$ cat src/qbpb_map.vh
// register offsets, field positions and reset values of the quad port block
`ifndef QBPB_MAP_VH
`define QBPB_MAP_VH

`define QBPB_ADDR_W            8

`define QBPB_OFF_PORT_A_LATCH  8'hc0
`define QBPB_OFF_PORT_B_LATCH  8'hc1
`define QBPB_OFF_PORT_C_LATCH  8'hc2
`define QBPB_OFF_PORT_D_LATCH  8'hc3
`define QBPB_OFF_PORT_A_DIR    8'hc8
`define QBPB_OFF_PORT_B_DIR    8'hc9
`define QBPB_OFF_PORT_C_DIR    8'hca
`define QBPB_OFF_PORT_D_DIR    8'hcb
`define QBPB_OFF_PORT_B_PU     8'hd1
`define QBPB_OFF_PORT_C_PU     8'hd2
`define QBPB_OFF_PORT_B_OD     8'hd5
`define QBPB_OFF_PIN_FUNC      8'hd9
`define QBPB_OFF_KEYSCAN_MODE  8'hf0

`define QBPB_RST_LATCH         8'h00
`define QBPB_RST_DIR           8'h00
`define QBPB_RST_PU            8'h00
`define QBPB_RST_OD            8'h00
`define QBPB_RST_PIN_FUNC      8'h00
`define QBPB_RST_KEYSCAN_MODE  8'h00
`define QBPB_RST_RDATA         8'h00

// pin function select bit positions
`define QBPB_PF_IRQ_A          0
`define QBPB_PF_IRQ_B          1
`define QBPB_PF_IRQ_C          2
`define QBPB_PF_TIMER_EVT      3
`define QBPB_PF_BUZZER         4
`define QBPB_PF_PWM            5

// pin positions of the alternate functions
`define QBPB_PA_BIT_BUZZER     4
`define QBPB_PD_BIT_PWM        1

// lcd duty select codes
`define QBPB_DUTY_STATIC       2'h0
`define QBPB_DUTY_HALF         2'h1
`define QBPB_DUTY_THIRD        2'h2
`define QBPB_DUTY_QUARTER      2'h3

`endif

$ cat src/qbpb_reg.v
// plain byte-write register with synchronous reset
`timescale 1ns/1ps
module qbpb_reg #(
  parameter       W   = 8,
  parameter [7:0] RST = 8'h00
) (
  input  wire         clk_sys,
  input  wire         reset,
  input  wire         wr_en,
  input  wire [7:0]   wdata,
  output reg  [W-1:0] q_r
);
  always @(posedge clk_sys) begin
    if (reset) begin
      q_r <= RST[W-1:0];
    end else if (wr_en) begin
      q_r <= wdata[W-1:0];
    end
  end
endmodule // qbpb_reg

$ cat src/qbpb_port.v
// one bidirectional port: latch, direction, pull-up, open-drain and pin drive
`timescale 1ns/1ps
`include "qbpb_map.vh"
module qbpb_port #(
  parameter W      = 8,
  parameter HAS_PU = 1,
  parameter HAS_OD = 1
) (
  input  wire         clk_sys,
  input  wire         reset,
  input  wire [7:0]   wdata,
  input  wire         wr_latch,
  input  wire         wr_dir,
  input  wire         wr_pu,
  input  wire         wr_od,
  input  wire         dir_ovr_en,
  input  wire [W-1:0] dir_ovr,
  input  wire [W-1:0] alt_sel,
  input  wire [W-1:0] alt_oe,
  input  wire [W-1:0] alt_out,
  output reg  [W-1:0] pin_out,
  output reg  [W-1:0] pin_oe,
  output reg  [W-1:0] pullup_en,
  output reg  [W-1:0] latch_r,
  output reg  [W-1:0] dir_r,
  output reg  [W-1:0] pu_r,
  output reg  [W-1:0] od_r
);
  reg [W-1:0] dir_eff;
  reg [W-1:0] oe_nxt;
  reg [W-1:0] out_nxt;

  // byte-wide reset values cut to the port width on purpose
  localparam [7:0] RST_LATCH = `QBPB_RST_LATCH;
  localparam [7:0] RST_DIR   = `QBPB_RST_DIR;
  localparam [7:0] RST_PU    = `QBPB_RST_PU;
  localparam [7:0] RST_OD    = `QBPB_RST_OD;

  always @(posedge clk_sys) begin
    if (reset) begin
      latch_r <= RST_LATCH[W-1:0];
      dir_r   <= RST_DIR[W-1:0];
      pu_r    <= RST_PU[W-1:0];
      od_r    <= RST_OD[W-1:0];
    end else begin
      if (wr_latch)
        latch_r <= wdata[W-1:0];
      if (wr_dir)
        dir_r <= wdata[W-1:0];
      if (wr_pu && HAS_PU != 0)
        pu_r <= wdata[W-1:0];
      if (wr_od && HAS_OD != 0)
        od_r <= wdata[W-1:0];
    end
  end

  always @* begin
    dir_eff = dir_ovr_en ? dir_ovr : dir_r;
    // open-drain: a one releases the pin instead of driving it high
    oe_nxt  = dir_eff & ~(od_r & latch_r);
    out_nxt = latch_r & ~od_r;
    oe_nxt  = (oe_nxt & ~alt_sel) | (alt_oe & alt_sel);
    out_nxt = (out_nxt & ~alt_sel) | (alt_out & alt_sel);
  end

  always @(posedge clk_sys) begin
    if (reset) begin
      pin_out   <= {W{1'b0}};
      pin_oe    <= {W{1'b0}};
      pullup_en <= {W{1'b0}};
    end else begin
      pin_out   <= out_nxt;
      pin_oe    <= oe_nxt;
      pullup_en <= pu_r & ~oe_nxt;
    end
  end
endmodule // qbpb_port

$ cat src/qbpb_top.v
// quad bidirectional port block: register decode, alternate functions, lcd pin enables
`timescale 1ns/1ps
`include "qbpb_map.vh"
module qbpb_top #(
  parameter PA_W = 8,
  parameter PB_W = 8,
  parameter PC_W = 4,
  parameter PD_W = 4
) (
  input  wire                    clk_sys,
  input  wire                    reset,
  input  wire [`QBPB_ADDR_W-1:0] cpu_addr,
  input  wire [7:0]              cpu_wdata,
  input  wire                    cpu_wr,
  input  wire                    cpu_rd_reg,
  input  wire                    cpu_rd_pin,
  output reg  [7:0]              cpu_rdata,
  input  wire [PA_W-1:0]         port_a_in,
  output wire [PA_W-1:0]         port_a_out,
  output wire [PA_W-1:0]         port_a_oe,
  output wire [PA_W-1:0]         port_a_pullup_en,
  input  wire [PB_W-1:0]         port_b_in,
  output wire [PB_W-1:0]         port_b_out,
  output wire [PB_W-1:0]         port_b_oe,
  output wire [PB_W-1:0]         port_b_pullup_en,
  input  wire [PC_W-1:0]         port_c_in,
  output wire [PC_W-1:0]         port_c_out,
  output wire [PC_W-1:0]         port_c_oe,
  output wire [PC_W-1:0]         port_c_pullup_en,
  input  wire [PD_W-1:0]         port_d_in,
  output wire [PD_W-1:0]         port_d_out,
  output wire [PD_W-1:0]         port_d_oe,
  output wire [PD_W-1:0]         port_d_pullup_en,
  input  wire                    keyscan_active,
  input  wire                    buzzer_src,
  input  wire                    pwm_src,
  output reg                     ext_irq_line_a,
  output reg                     ext_irq_line_b,
  output reg                     ext_irq_line_c,
  output reg                     timer_event_in,
  input  wire [1:0]              lcd_duty_select,
  output reg  [2:0]              lcd_segment_out_en,
  output reg  [2:0]              lcd_common_out_en
);

  // register file decode
  wire wr_pa_latch;
  wire wr_pb_latch;
  wire wr_pc_latch;
  wire wr_pd_latch;
  wire wr_pa_dir;
  wire wr_pb_dir;
  wire wr_pc_dir;
  wire wr_pd_dir;
  wire wr_pb_pu;
  wire wr_pc_pu;
  wire wr_pb_od;
  wire wr_pin_func;
  wire wr_keyscan;

  assign wr_pa_latch = cpu_wr && (cpu_addr == `QBPB_OFF_PORT_A_LATCH);
  assign wr_pb_latch = cpu_wr && (cpu_addr == `QBPB_OFF_PORT_B_LATCH);
  assign wr_pc_latch = cpu_wr && (cpu_addr == `QBPB_OFF_PORT_C_LATCH);
  assign wr_pd_latch = cpu_wr && (cpu_addr == `QBPB_OFF_PORT_D_LATCH);
  assign wr_pa_dir   = cpu_wr && (cpu_addr == `QBPB_OFF_PORT_A_DIR);
  assign wr_pb_dir   = cpu_wr && (cpu_addr == `QBPB_OFF_PORT_B_DIR);
  assign wr_pc_dir   = cpu_wr && (cpu_addr == `QBPB_OFF_PORT_C_DIR);
  assign wr_pd_dir   = cpu_wr && (cpu_addr == `QBPB_OFF_PORT_D_DIR);
  assign wr_pb_pu    = cpu_wr && (cpu_addr == `QBPB_OFF_PORT_B_PU);
  assign wr_pc_pu    = cpu_wr && (cpu_addr == `QBPB_OFF_PORT_C_PU);
  assign wr_pb_od    = cpu_wr && (cpu_addr == `QBPB_OFF_PORT_B_OD);
  assign wr_pin_func = cpu_wr && (cpu_addr == `QBPB_OFF_PIN_FUNC);
  assign wr_keyscan  = cpu_wr && (cpu_addr == `QBPB_OFF_KEYSCAN_MODE);

  wire [7:0] pin_func_r;
  wire [7:0] keyscan_mode_r;

  qbpb_reg #(
    .W   (8),
    .RST (`QBPB_RST_PIN_FUNC)
  ) u_pin_func (
    .clk_sys (clk_sys),
    .reset   (reset),
    .wr_en   (wr_pin_func),
    .wdata   (cpu_wdata),
    .q_r     (pin_func_r)
  );

  qbpb_reg #(
    .W   (8),
    .RST (`QBPB_RST_KEYSCAN_MODE)
  ) u_keyscan_mode (
    .clk_sys (clk_sys),
    .reset   (reset),
    .wr_en   (wr_keyscan),
    .wdata   (cpu_wdata),
    .q_r     (keyscan_mode_r)
  );

  // alternate function routing
  reg [PA_W-1:0] pa_alt_sel;
  reg [PA_W-1:0] pa_alt_oe;
  reg [PA_W-1:0] pa_alt_out;
  reg [PD_W-1:0] pd_alt_sel;
  reg [PD_W-1:0] pd_alt_oe;
  reg [PD_W-1:0] pd_alt_out;

  always @* begin
    pa_alt_sel = {PA_W{1'b0}};
    pa_alt_oe  = {PA_W{1'b0}};
    pa_alt_out = {PA_W{1'b0}};
    pd_alt_sel = {PD_W{1'b0}};
    pd_alt_oe  = {PD_W{1'b0}};
    pd_alt_out = {PD_W{1'b0}};
    // input functions take the pin as a plain input: driver off
    pa_alt_sel[0] = pin_func_r[`QBPB_PF_IRQ_A];
    pa_alt_sel[1] = pin_func_r[`QBPB_PF_IRQ_B];
    pa_alt_sel[2] = pin_func_r[`QBPB_PF_IRQ_C];
    pa_alt_sel[3] = pin_func_r[`QBPB_PF_TIMER_EVT];
    pa_alt_sel[`QBPB_PA_BIT_BUZZER] = pin_func_r[`QBPB_PF_BUZZER];
    pa_alt_oe[`QBPB_PA_BIT_BUZZER]  = 1'b1;
    pa_alt_out[`QBPB_PA_BIT_BUZZER] = buzzer_src;
    pd_alt_sel[`QBPB_PD_BIT_PWM]    = pin_func_r[`QBPB_PF_PWM];
    pd_alt_oe[`QBPB_PD_BIT_PWM]     = 1'b1;
    pd_alt_out[`QBPB_PD_BIT_PWM]    = pwm_src;
  end

  // alternate inputs read zero while their pin stays normal i/o
  always @(posedge clk_sys) begin
    if (reset) begin
      ext_irq_line_a <= 1'b0;
      ext_irq_line_b <= 1'b0;
      ext_irq_line_c <= 1'b0;
      timer_event_in <= 1'b0;
    end else begin
      ext_irq_line_a <= pin_func_r[`QBPB_PF_IRQ_A] & port_a_in[0];
      ext_irq_line_b <= pin_func_r[`QBPB_PF_IRQ_B] & port_a_in[1];
      ext_irq_line_c <= pin_func_r[`QBPB_PF_IRQ_C] & port_a_in[2];
      timer_event_in <= pin_func_r[`QBPB_PF_TIMER_EVT] & port_a_in[3];
    end
  end

  // ports
  wire [PA_W-1:0] pa_latch;
  wire [PA_W-1:0] pa_dir;
  wire [PB_W-1:0] pb_latch;
  wire [PB_W-1:0] pb_dir;
  wire [PB_W-1:0] pb_pu;
  wire [PB_W-1:0] pb_od;
  wire [PC_W-1:0] pc_latch;
  wire [PC_W-1:0] pc_dir;
  wire [PC_W-1:0] pc_pu;
  wire [PD_W-1:0] pd_latch;
  wire [PD_W-1:0] pd_dir;

  qbpb_port #(
    .W      (PA_W),
    .HAS_PU (0),
    .HAS_OD (0)
  ) u_port_a (
    .clk_sys    (clk_sys),
    .reset      (reset),
    .wdata      (cpu_wdata),
    .wr_latch   (wr_pa_latch),
    .wr_dir     (wr_pa_dir),
    .wr_pu      (1'b0),
    .wr_od      (1'b0),
    .dir_ovr_en (1'b0),
    .dir_ovr    ({PA_W{1'b0}}),
    .alt_sel    (pa_alt_sel),
    .alt_oe     (pa_alt_oe),
    .alt_out    (pa_alt_out),
    .pin_out    (port_a_out),
    .pin_oe     (port_a_oe),
    .pullup_en  (port_a_pullup_en),
    .latch_r    (pa_latch),
    .dir_r      (pa_dir),
    .pu_r       (),
    .od_r       ()
  );

  qbpb_port #(
    .W      (PB_W),
    .HAS_PU (1),
    .HAS_OD (1)
  ) u_port_b (
    .clk_sys    (clk_sys),
    .reset      (reset),
    .wdata      (cpu_wdata),
    .wr_latch   (wr_pb_latch),
    .wr_dir     (wr_pb_dir),
    .wr_pu      (wr_pb_pu),
    .wr_od      (wr_pb_od),
    .dir_ovr_en (keyscan_active),
    .dir_ovr    (keyscan_mode_r[PB_W-1:0]),
    .alt_sel    ({PB_W{1'b0}}),
    .alt_oe     ({PB_W{1'b0}}),
    .alt_out    ({PB_W{1'b0}}),
    .pin_out    (port_b_out),
    .pin_oe     (port_b_oe),
    .pullup_en  (port_b_pullup_en),
    .latch_r    (pb_latch),
    .dir_r      (pb_dir),
    .pu_r       (pb_pu),
    .od_r       (pb_od)
  );

  qbpb_port #(
    .W      (PC_W),
    .HAS_PU (1),
    .HAS_OD (0)
  ) u_port_c (
    .clk_sys    (clk_sys),
    .reset      (reset),
    .wdata      (cpu_wdata),
    .wr_latch   (wr_pc_latch),
    .wr_dir     (wr_pc_dir),
    .wr_pu      (wr_pc_pu),
    .wr_od      (1'b0),
    .dir_ovr_en (1'b0),
    .dir_ovr    ({PC_W{1'b0}}),
    .alt_sel    ({PC_W{1'b0}}),
    .alt_oe     ({PC_W{1'b0}}),
    .alt_out    ({PC_W{1'b0}}),
    .pin_out    (port_c_out),
    .pin_oe     (port_c_oe),
    .pullup_en  (port_c_pullup_en),
    .latch_r    (pc_latch),
    .dir_r      (pc_dir),
    .pu_r       (pc_pu),
    .od_r       ()
  );

  qbpb_port #(
    .W      (PD_W),
    .HAS_PU (0),
    .HAS_OD (0)
  ) u_port_d (
    .clk_sys    (clk_sys),
    .reset      (reset),
    .wdata      (cpu_wdata),
    .wr_latch   (wr_pd_latch),
    .wr_dir     (wr_pd_dir),
    .wr_pu      (1'b0),
    .wr_od      (1'b0),
    .dir_ovr_en (1'b0),
    .dir_ovr    ({PD_W{1'b0}}),
    .alt_sel    (pd_alt_sel),
    .alt_oe     (pd_alt_oe),
    .alt_out    (pd_alt_out),
    .pin_out    (port_d_out),
    .pin_oe     (port_d_oe),
    .pullup_en  (port_d_pullup_en),
    .latch_r    (pd_latch),
    .dir_r      (pd_dir),
    .pu_r       (),
    .od_r       ()
  );

  // read path: data comes out one cycle after the read strobe
  reg [7:0] rdata_nxt;

  always @* begin
    rdata_nxt = 8'h00;
    case (cpu_addr)
      `QBPB_OFF_PORT_A_LATCH: rdata_nxt = cpu_rd_pin ? port_a_in : pa_latch;
      `QBPB_OFF_PORT_B_LATCH: rdata_nxt = cpu_rd_pin ? port_b_in : pb_latch;
      `QBPB_OFF_PORT_C_LATCH: rdata_nxt = {4'h0, cpu_rd_pin ? port_c_in : pc_latch};
      `QBPB_OFF_PORT_D_LATCH: rdata_nxt = {4'h0, cpu_rd_pin ? port_d_in : pd_latch};
      `QBPB_OFF_PORT_A_DIR:   rdata_nxt = pa_dir;
      `QBPB_OFF_PORT_B_DIR:   rdata_nxt = pb_dir;
      `QBPB_OFF_PORT_C_DIR:   rdata_nxt = {4'h0, pc_dir};
      `QBPB_OFF_PORT_D_DIR:   rdata_nxt = {4'h0, pd_dir};
      `QBPB_OFF_PORT_B_PU:    rdata_nxt = pb_pu;
      `QBPB_OFF_PORT_C_PU:    rdata_nxt = {4'h0, pc_pu};
      `QBPB_OFF_PORT_B_OD:    rdata_nxt = pb_od;
      `QBPB_OFF_PIN_FUNC:     rdata_nxt = pin_func_r;
      `QBPB_OFF_KEYSCAN_MODE: rdata_nxt = keyscan_mode_r;
      default:                rdata_nxt = 8'h00;
    endcase
  end

  // hold last value between reads so a slow cpu can sample late
  always @(posedge clk_sys) begin
    if (reset) begin
      cpu_rdata <= `QBPB_RST_RDATA;
    end else if (cpu_rd_reg || cpu_rd_pin) begin
      cpu_rdata <= rdata_nxt;
    end
  end

  // lcd pin sharing: commons that the duty does not use go back to segments
  always @(posedge clk_sys) begin
    if (reset) begin
      lcd_common_out_en  <= 3'h0;
      lcd_segment_out_en <= 3'h7;
    end else begin
      case (lcd_duty_select)
        `QBPB_DUTY_STATIC: begin
          lcd_common_out_en  <= 3'h0;
          lcd_segment_out_en <= 3'h7;
        end
        `QBPB_DUTY_HALF: begin
          lcd_common_out_en  <= 3'h1;
          lcd_segment_out_en <= 3'h3;
        end
        `QBPB_DUTY_THIRD: begin
          lcd_common_out_en  <= 3'h3;
          lcd_segment_out_en <= 3'h1;
        end
        `QBPB_DUTY_QUARTER: begin
          lcd_common_out_en  <= 3'h7;
          lcd_segment_out_en <= 3'h0;
        end
        default: begin
          lcd_common_out_en  <= 3'h0;
          lcd_segment_out_en <= 3'h7;
        end
      endcase
    end
  end

endmodule // qbpb_top

$ cat config.mk
export PLATFORM = sky130hd
export DESIGN_NAME = qbpb_top
export DESIGN_NICKNAME = d
export VERILOG_FILES = /design/src/qbpb_reg.v /design/src/qbpb_port.v /design/src/qbpb_top.v
export VERILOG_INCLUDE_DIRS = /design/src /design/src/src
export SDC_FILE = /design/constraint.sdc
export NUM_CORES = 1
export LEC_CHECK = 0
export ABC_AREA = 1
export BUFFER_PORTS_ARGS = -buffer_cell sky130_fd_sc_hd__buf_2
export CORE_UTILIZATION = 45
export DETAILED_ROUTE_END_ITERATION = 8
export PLACE_DENSITY_LB_ADDON = 0.2
export SLEW_MARGIN = 15
export SYNTH_ARGS = -nofsm -noshare
export SYNTH_HDL_FRONTEND = slang
export SYNTH_SLANG_ARGS = --single-unit
$ cat constraint.sdc
create_clock -name clk_sys -period 1.5 [get_ports clk_sys]
set_input_delay 0.15 -clock clk_sys [delete_from_list [all_inputs] [get_ports clk_sys]]
set_output_delay 0.15 -clock clk_sys [all_outputs]
set_load 0.005 [all_outputs]
# Yosys cells after proc, flatten, opt, wreduce, memory -nomap -nowiden
# Index checks and enable logic that the tools add are counted.
# Widths: inputs -> output; s select.
[classes] muxes=8 n_bitwise=25 reduce_logical=15 n_eq_ne=16
[ops] operator="$eq 8x8->1 const B" n=13
[ops] operator="$pmux 8 s13" n=1
[ops] operator="$and 8x8->8" n=6
[ops] operator="$mux 8" n=3
[ops] operator="$not 8->8" n=3
[ops] operator="$pmux 3 s4" n=2
[ops] operator="$logic_and 1x1->1" n=13
[ops] operator="$and 4x4->4" n=3
[ops] operator="$mux 4" n=2
[ops] operator="$not 5->8" n=1
[ops] operator="$or 8x5->8" n=1
[ops] operator="$or 8x8->8" n=1
[ops] operator="$and 5x5->5" n=1
[ops] operator="$and 1x1->1" n=4
[ops] operator="$eq 2x2->1 const B" n=2
[ops] operator="$not 2->4" n=1
[ops] operator="$not 4->4" n=1
[ops] operator="$or 4x2->4" n=1
[ops] operator="$or 4x4->4" n=1
[ops] operator="$and 2x2->2" n=1
[ops] operator="$eq 2x1->1 const B" n=1
[ops] operator="$logic_not 2->1" n=1
[ops] operator="$logic_or 1x1->1" n=1
[word_totals] word_cells=94 inputBits=50 regBits=162

# Logic depth before layout (Yosys ltp)
[depth] word_depth=5 depth_mapped=12 mapped_depth_nobuf=11

# Hierarchy
# Synthesis repeated with hierarchy kept, for this count alone.
[unflattened] cells_unflattened=1172 hier_area_um2=7866.3
[modules_own_cells] module="qbpb_port at u_port_b" area_per_inst_um2=2124.5 instances=1 cells_per_inst=278 seq_area_each_um2=1121.1
[modules_own_cells] module="qbpb_top" area_per_inst_um2=1943.1 instances=1 cells_per_inst=369 seq_area_each_um2=360.3
[modules_own_cells] module="qbpb_port at u_port_a" area_per_inst_um2=1457.6 instances=1 cells_per_inst=201 seq_area_each_um2=640.6
[modules_own_cells] module="qbpb_port at u_port_c" area_per_inst_um2=930.9 instances=1 cells_per_inst=120 seq_area_each_um2=480.5
[modules_own_cells] module="qbpb_port at u_port_d" area_per_inst_um2=726.9 instances=1 cells_per_inst=102 seq_area_each_um2=320.3
[modules_own_cells] module="qbpb_reg" area_per_inst_um2=341.6 instances=2 cells_per_inst=51 seq_area_each_um2=160.2

# Worst setup path before layout
# Ideal clock, no wire load.
[synth_path] kind="in2reg" startpoint="in cpu_wr" endpoint="reg u_port_c.dir_r[0]" slack_ns=0.307 t_arrival_ns=1.070 path_stages=5 path_cell_list="buf_2 clkbuf_1 nand3_1 o21ai_0 a21oi_1"
[synth_via] elab_chain_cells=1
[synth_rtl] element="start, declared" line="qbpb_top.v:14" rtl="input wire cpu_wr,"
[synth_rtl] element="$logic_and 1x1->1" line="qbpb_top.v:67" rtl="assign wr_pc_dir = cpu_wr && (cpu_addr == `QBPB_OFF_PORT_C_DIR);"
[synth_rtl] element="end signal, assigned" line="qbpb_port.v:42" rtl="dir_r <= RST_DIR[W-1:0];"
[synth_rtl] element="end signal, assigned" line="qbpb_port.v:49" rtl="dir_r <= wdata[W-1:0];"
[synth_rtl] element="end, declared" line="qbpb_port.v:25" rtl="output reg [W-1:0] dir_r,"
# No other way between the ends.
# A chain may end at the register's enable or synchronous reset.

# Final worst setup path
[layout_path] startpoint="reg u_port_d.latch_r[0]" endpoint="reg cpu_rdata[0]"
[layout_via] elab_chain_cells=2
[layout_rtl] element="start, declared" line="qbpb_port.v:24" rtl="output reg [W-1:0] latch_r,"
[layout_rtl] element="start signal, assigned" line="qbpb_port.v:41" rtl="latch_r <= RST_LATCH[W-1:0];"
[layout_rtl] element="start signal, assigned" line="qbpb_port.v:47" rtl="latch_r <= wdata[W-1:0];"
[layout_rtl] element="$mux 4" line="qbpb_top.v:269" rtl="`QBPB_OFF_PORT_D_LATCH: rdata_nxt = {4'h0, cpu_rd_pin ? port_d_in : pd_latch};"
[layout_rtl] element="$pmux 8 s13" line="qbpb_top.v:265" rtl="case (cpu_addr)"
[layout_rtl] element="end signal, assigned" line="qbpb_top.v:286" rtl="cpu_rdata <= `QBPB_RST_RDATA;"
[layout_rtl] element="end signal, assigned" line="qbpb_top.v:288" rtl="cpu_rdata <= rdata_nxt;"
[layout_rtl] element="end, declared" line="qbpb_top.v:17" rtl="output reg [7:0] cpu_rdata,"
# No other way between the ends.

==> flow_metrics.env <==
export IMPL_drt_iter0_drc=434
export IMPL_track_usage=0.259
export IMPL_intPower_mw=7.32
export IMPL_setup_worst_path_end_class="flip-flop"
export IMPL_status="finished clean"
export IMPL_clkLatencyLatePin_ns=0.43
export IMPL_cp_max_fo=3
export IMPL_net_switching_power_mw=2.18
export IMPL_post_cts_buffers=0
export IMPL_drtAntennaViolNets=0
export IMPL_cts_buffer_depth=2
export IMPL_vias=5991
export IMPL_postLayoutCoreUtil=0.586
export IMPL_grt_start_max_net_pins=82
export IMPL_post_route_period_util=0.833
export IMPL_power_density_mw_per_mm2=1150
export IMPL_grt_pass1_vias=5632
export IMPL_critPathArrivalTime_ns=1.62
export IMPL_fmax_mhz=800
export IMPL_gp_congestion=0.888
export IMPL_hold_violations=0
export IMPL_syn_inst=862
export IMPL_num_fill_cells=1342
export IMPL_hp_class="in -> reg"
export IMPL_multi_input_area_mm2=0.00263
export IMPL_insertedDiodeCount=0
export IMPL_pre_cts_slack_ns=-0.0121
export IMPL_seqPwrFrac=0.456
export IMPL_worstSetupStartpointType="flip-flop"
export IMPL_h_tree_depth=4
export IMPL_numClockSinks=162
export IMPL_drc=0
export IMPL_finalSetupTns_ns=0
export IMPL_cp_required_ns=1.87
export IMPL_clk_pin_slew_ns=0.07
export IMPL_period_needed_ns=1.25
export IMPL_cap_violations=0
export IMPL_regArea_mm2=0.00324
export IMPL_slew_headroom=0.667
export IMPL_drv_slew=0
export IMPL_initial_core_util=0.469
export IMPL_cts_resized=0
export IMPL_synth_seq_cells=162
export IMPL_cts_root_buffer="clkbuf_16"
export IMPL_grt_overflow=0
export IMPL_fin_skew_ns=0.00573
export IMPL_cts_buffers=17
export IMPL_die_h_um=123
export IMPL_hold_buffers=8
export IMPL_coreArea_mm2=0.0141
export IMPL_antenna_found_initial=0
export IMPL_worstMarginPinSlew_ns=0.498
export IMPL_worstSetupPathType="reg -> reg"
export IMPL_cts_tree="done"
export IMPL_p_leak_nw=3.56
export IMPL_first_pass_iters=5
export IMPL_switching_share=0.229
export IMPL_seq_area_frac_synth=0.491
export IMPL_rsz0062_at_grt="false"
export IMPL_via_per_inst=5.00
export IMPL_wire_per_inst_um=15.3
export IMPL_dieArea_mm2=0.0152
export IMPL_hpwl_um=12900
export IMPL_synth_area_mm2=0.00661
export IMPL_port_buffers=127
export IMPL_die_w_um=123
export IMPL_clkPwrFrac=0.488
export IMPL_rows=43
export IMPL_ios=140
export IMPL_fin_nets=1056
export IMPL_postRouteWirelength_um=18400
export IMPL_drive_above_1_share=0.231
export IMPL_max_vdd_ir_drop_v=0.000756
export IMPL_synthDistinctLibCells=29
export IMPL_hold_ws_ns=0.0228
export IMPL_setup_viol=0
export IMPL_synth_avg_cell_area_um2=7.67
export IMPL_setup_slack_ns=0.250
export IMPL_ys_warn_count=0
export IMPL_p_comb_frac=0.056
export IMPL_grt_pass1_wl_um=29400
export IMPL_area_delta_synth_final_pct=25.0
[cell families (layout without fill, tap and decap cells)]
kind of cell / Yosys count / in the layout / synth area share
AOI/OAI and AO/OA: 233 / 233 / 0.187
buffers and inverters: 174 / 320 / 0.117
DFF: 162 / 162 / 0.491
other: 1 / 12 / 0.000567
and+or+nand+nor: 292 / 292 / 0.205
[through the flow]
stage | area, um2 | cells | total power [mW]
global placement | 7550 | 1159 | 4.94
CTS | 8260 | 1199 | 9.56
detailed placement | 7550 | 1159 | 4.95
finish | 8260 | 1199 | 9.50
global route | 8260 | 1199 | 9.80
floorplan | 6650 | 873 | 4.74
[cell type report]
class                   count  area share
flip-flops and latches    162       0.393
clock buffers              17      0.0515
inverters                 120      0.0545
multi-input cells         537       0.319
clock inverters            15      0.0251
repair buffers            168       0.130
well taps                 180      0.0273
[per-layer routing]
metal / vias up / wire length [um] / global-route usage
li1: 3055 / - / -
met1: 2698 / 8500 / 0.343
met2: 206 / 8320 / 0.405
met3: 32 / 1130 / 0.0558
met4: 0 / 441 / 0.115
met5: - / 0 / 0
[cell usage in the layout, fill, tap and decap left out, drive strengths merged]
cell         instances
dfxtp              162
buf                160
nand2              134
inv                123
o21ai              118
a21oi               98
nor2                69
nand3               61
nor3                28
clkbuf              17
conb                12
dlygate4sd3          8
a22oi                7
o21a                 7
clkinv               5
bufinv               4
clkinvlp             3
o22ai                3
[cell usage after synthesis, drive strengths merged]
| master | instances | area share |
|---|---|---|
| nor3 | 28 | 0.021 |
| o22ai | 3 | 0.0038 |
| nand2 | 134 | 0.084 |
| inv | 120 | 0.068 |
| conb | 1 | 0.00057 |
| dfxtp | 162 | 0.49 |
| o21a | 7 | 0.0080 |
| a21oi | 98 | 0.078 |
| a22oi | 7 | 0.0080 |
| nand3 | 61 | 0.049 |
| o21ai | 118 | 0.089 |
| buf | 34 | 0.036 |
| clkbuf | 20 | 0.013 |
| nor2 | 69 | 0.051 |
[worst paths after layout]
path / startpoint / to / slack, ns / cells after the start
worst max-delay path: u_port_d.latch_r[0]$_SDFFE_PP0P_ / cpu_rdata[0]$_SDFFE_PP0P_ / 0.25 / 8
worst min-delay path: buzzer_src / u_port_a.pin_out[4]$_SDFF_PP0_ / 0.02 / 3
worst max register to register: u_port_d.latch_r[0]$_SDFFE_PP0P_ / cpu_rdata[0]$_SDFFE_PP0P_ / 0.25 / 8
worst min register to register: u_port_b.od_r[5]$_SDFFE_PP0P_ / u_port_b.pin_out[5]$_SDFF_PP0_ / 0.42 / 1
[critical path: stages (launching register included)]
cell and delay [ns]:
dfxtp_1 0.30, inv_1 0.07, o21ai_0 0.25, nand3_1 0.13, nand3_1 0.10, nor2_1 0.05, nand2_1 0.09, nand2_1 0.08
a21oi_2 0.12
[power by group through the flow]
stage	registers (mW)	logic, mW	clock network [mW]
after floorplan	4.43	0.304	0
after global placement	4.43	0.516	0
after detailed placement	4.43	0.517	0
after CTS	4.33	0.537	4.69
after global routing	4.33	0.596	4.87
final	4.33	0.536	4.63
Note: power is estimated with default switching activity, not from simulation.
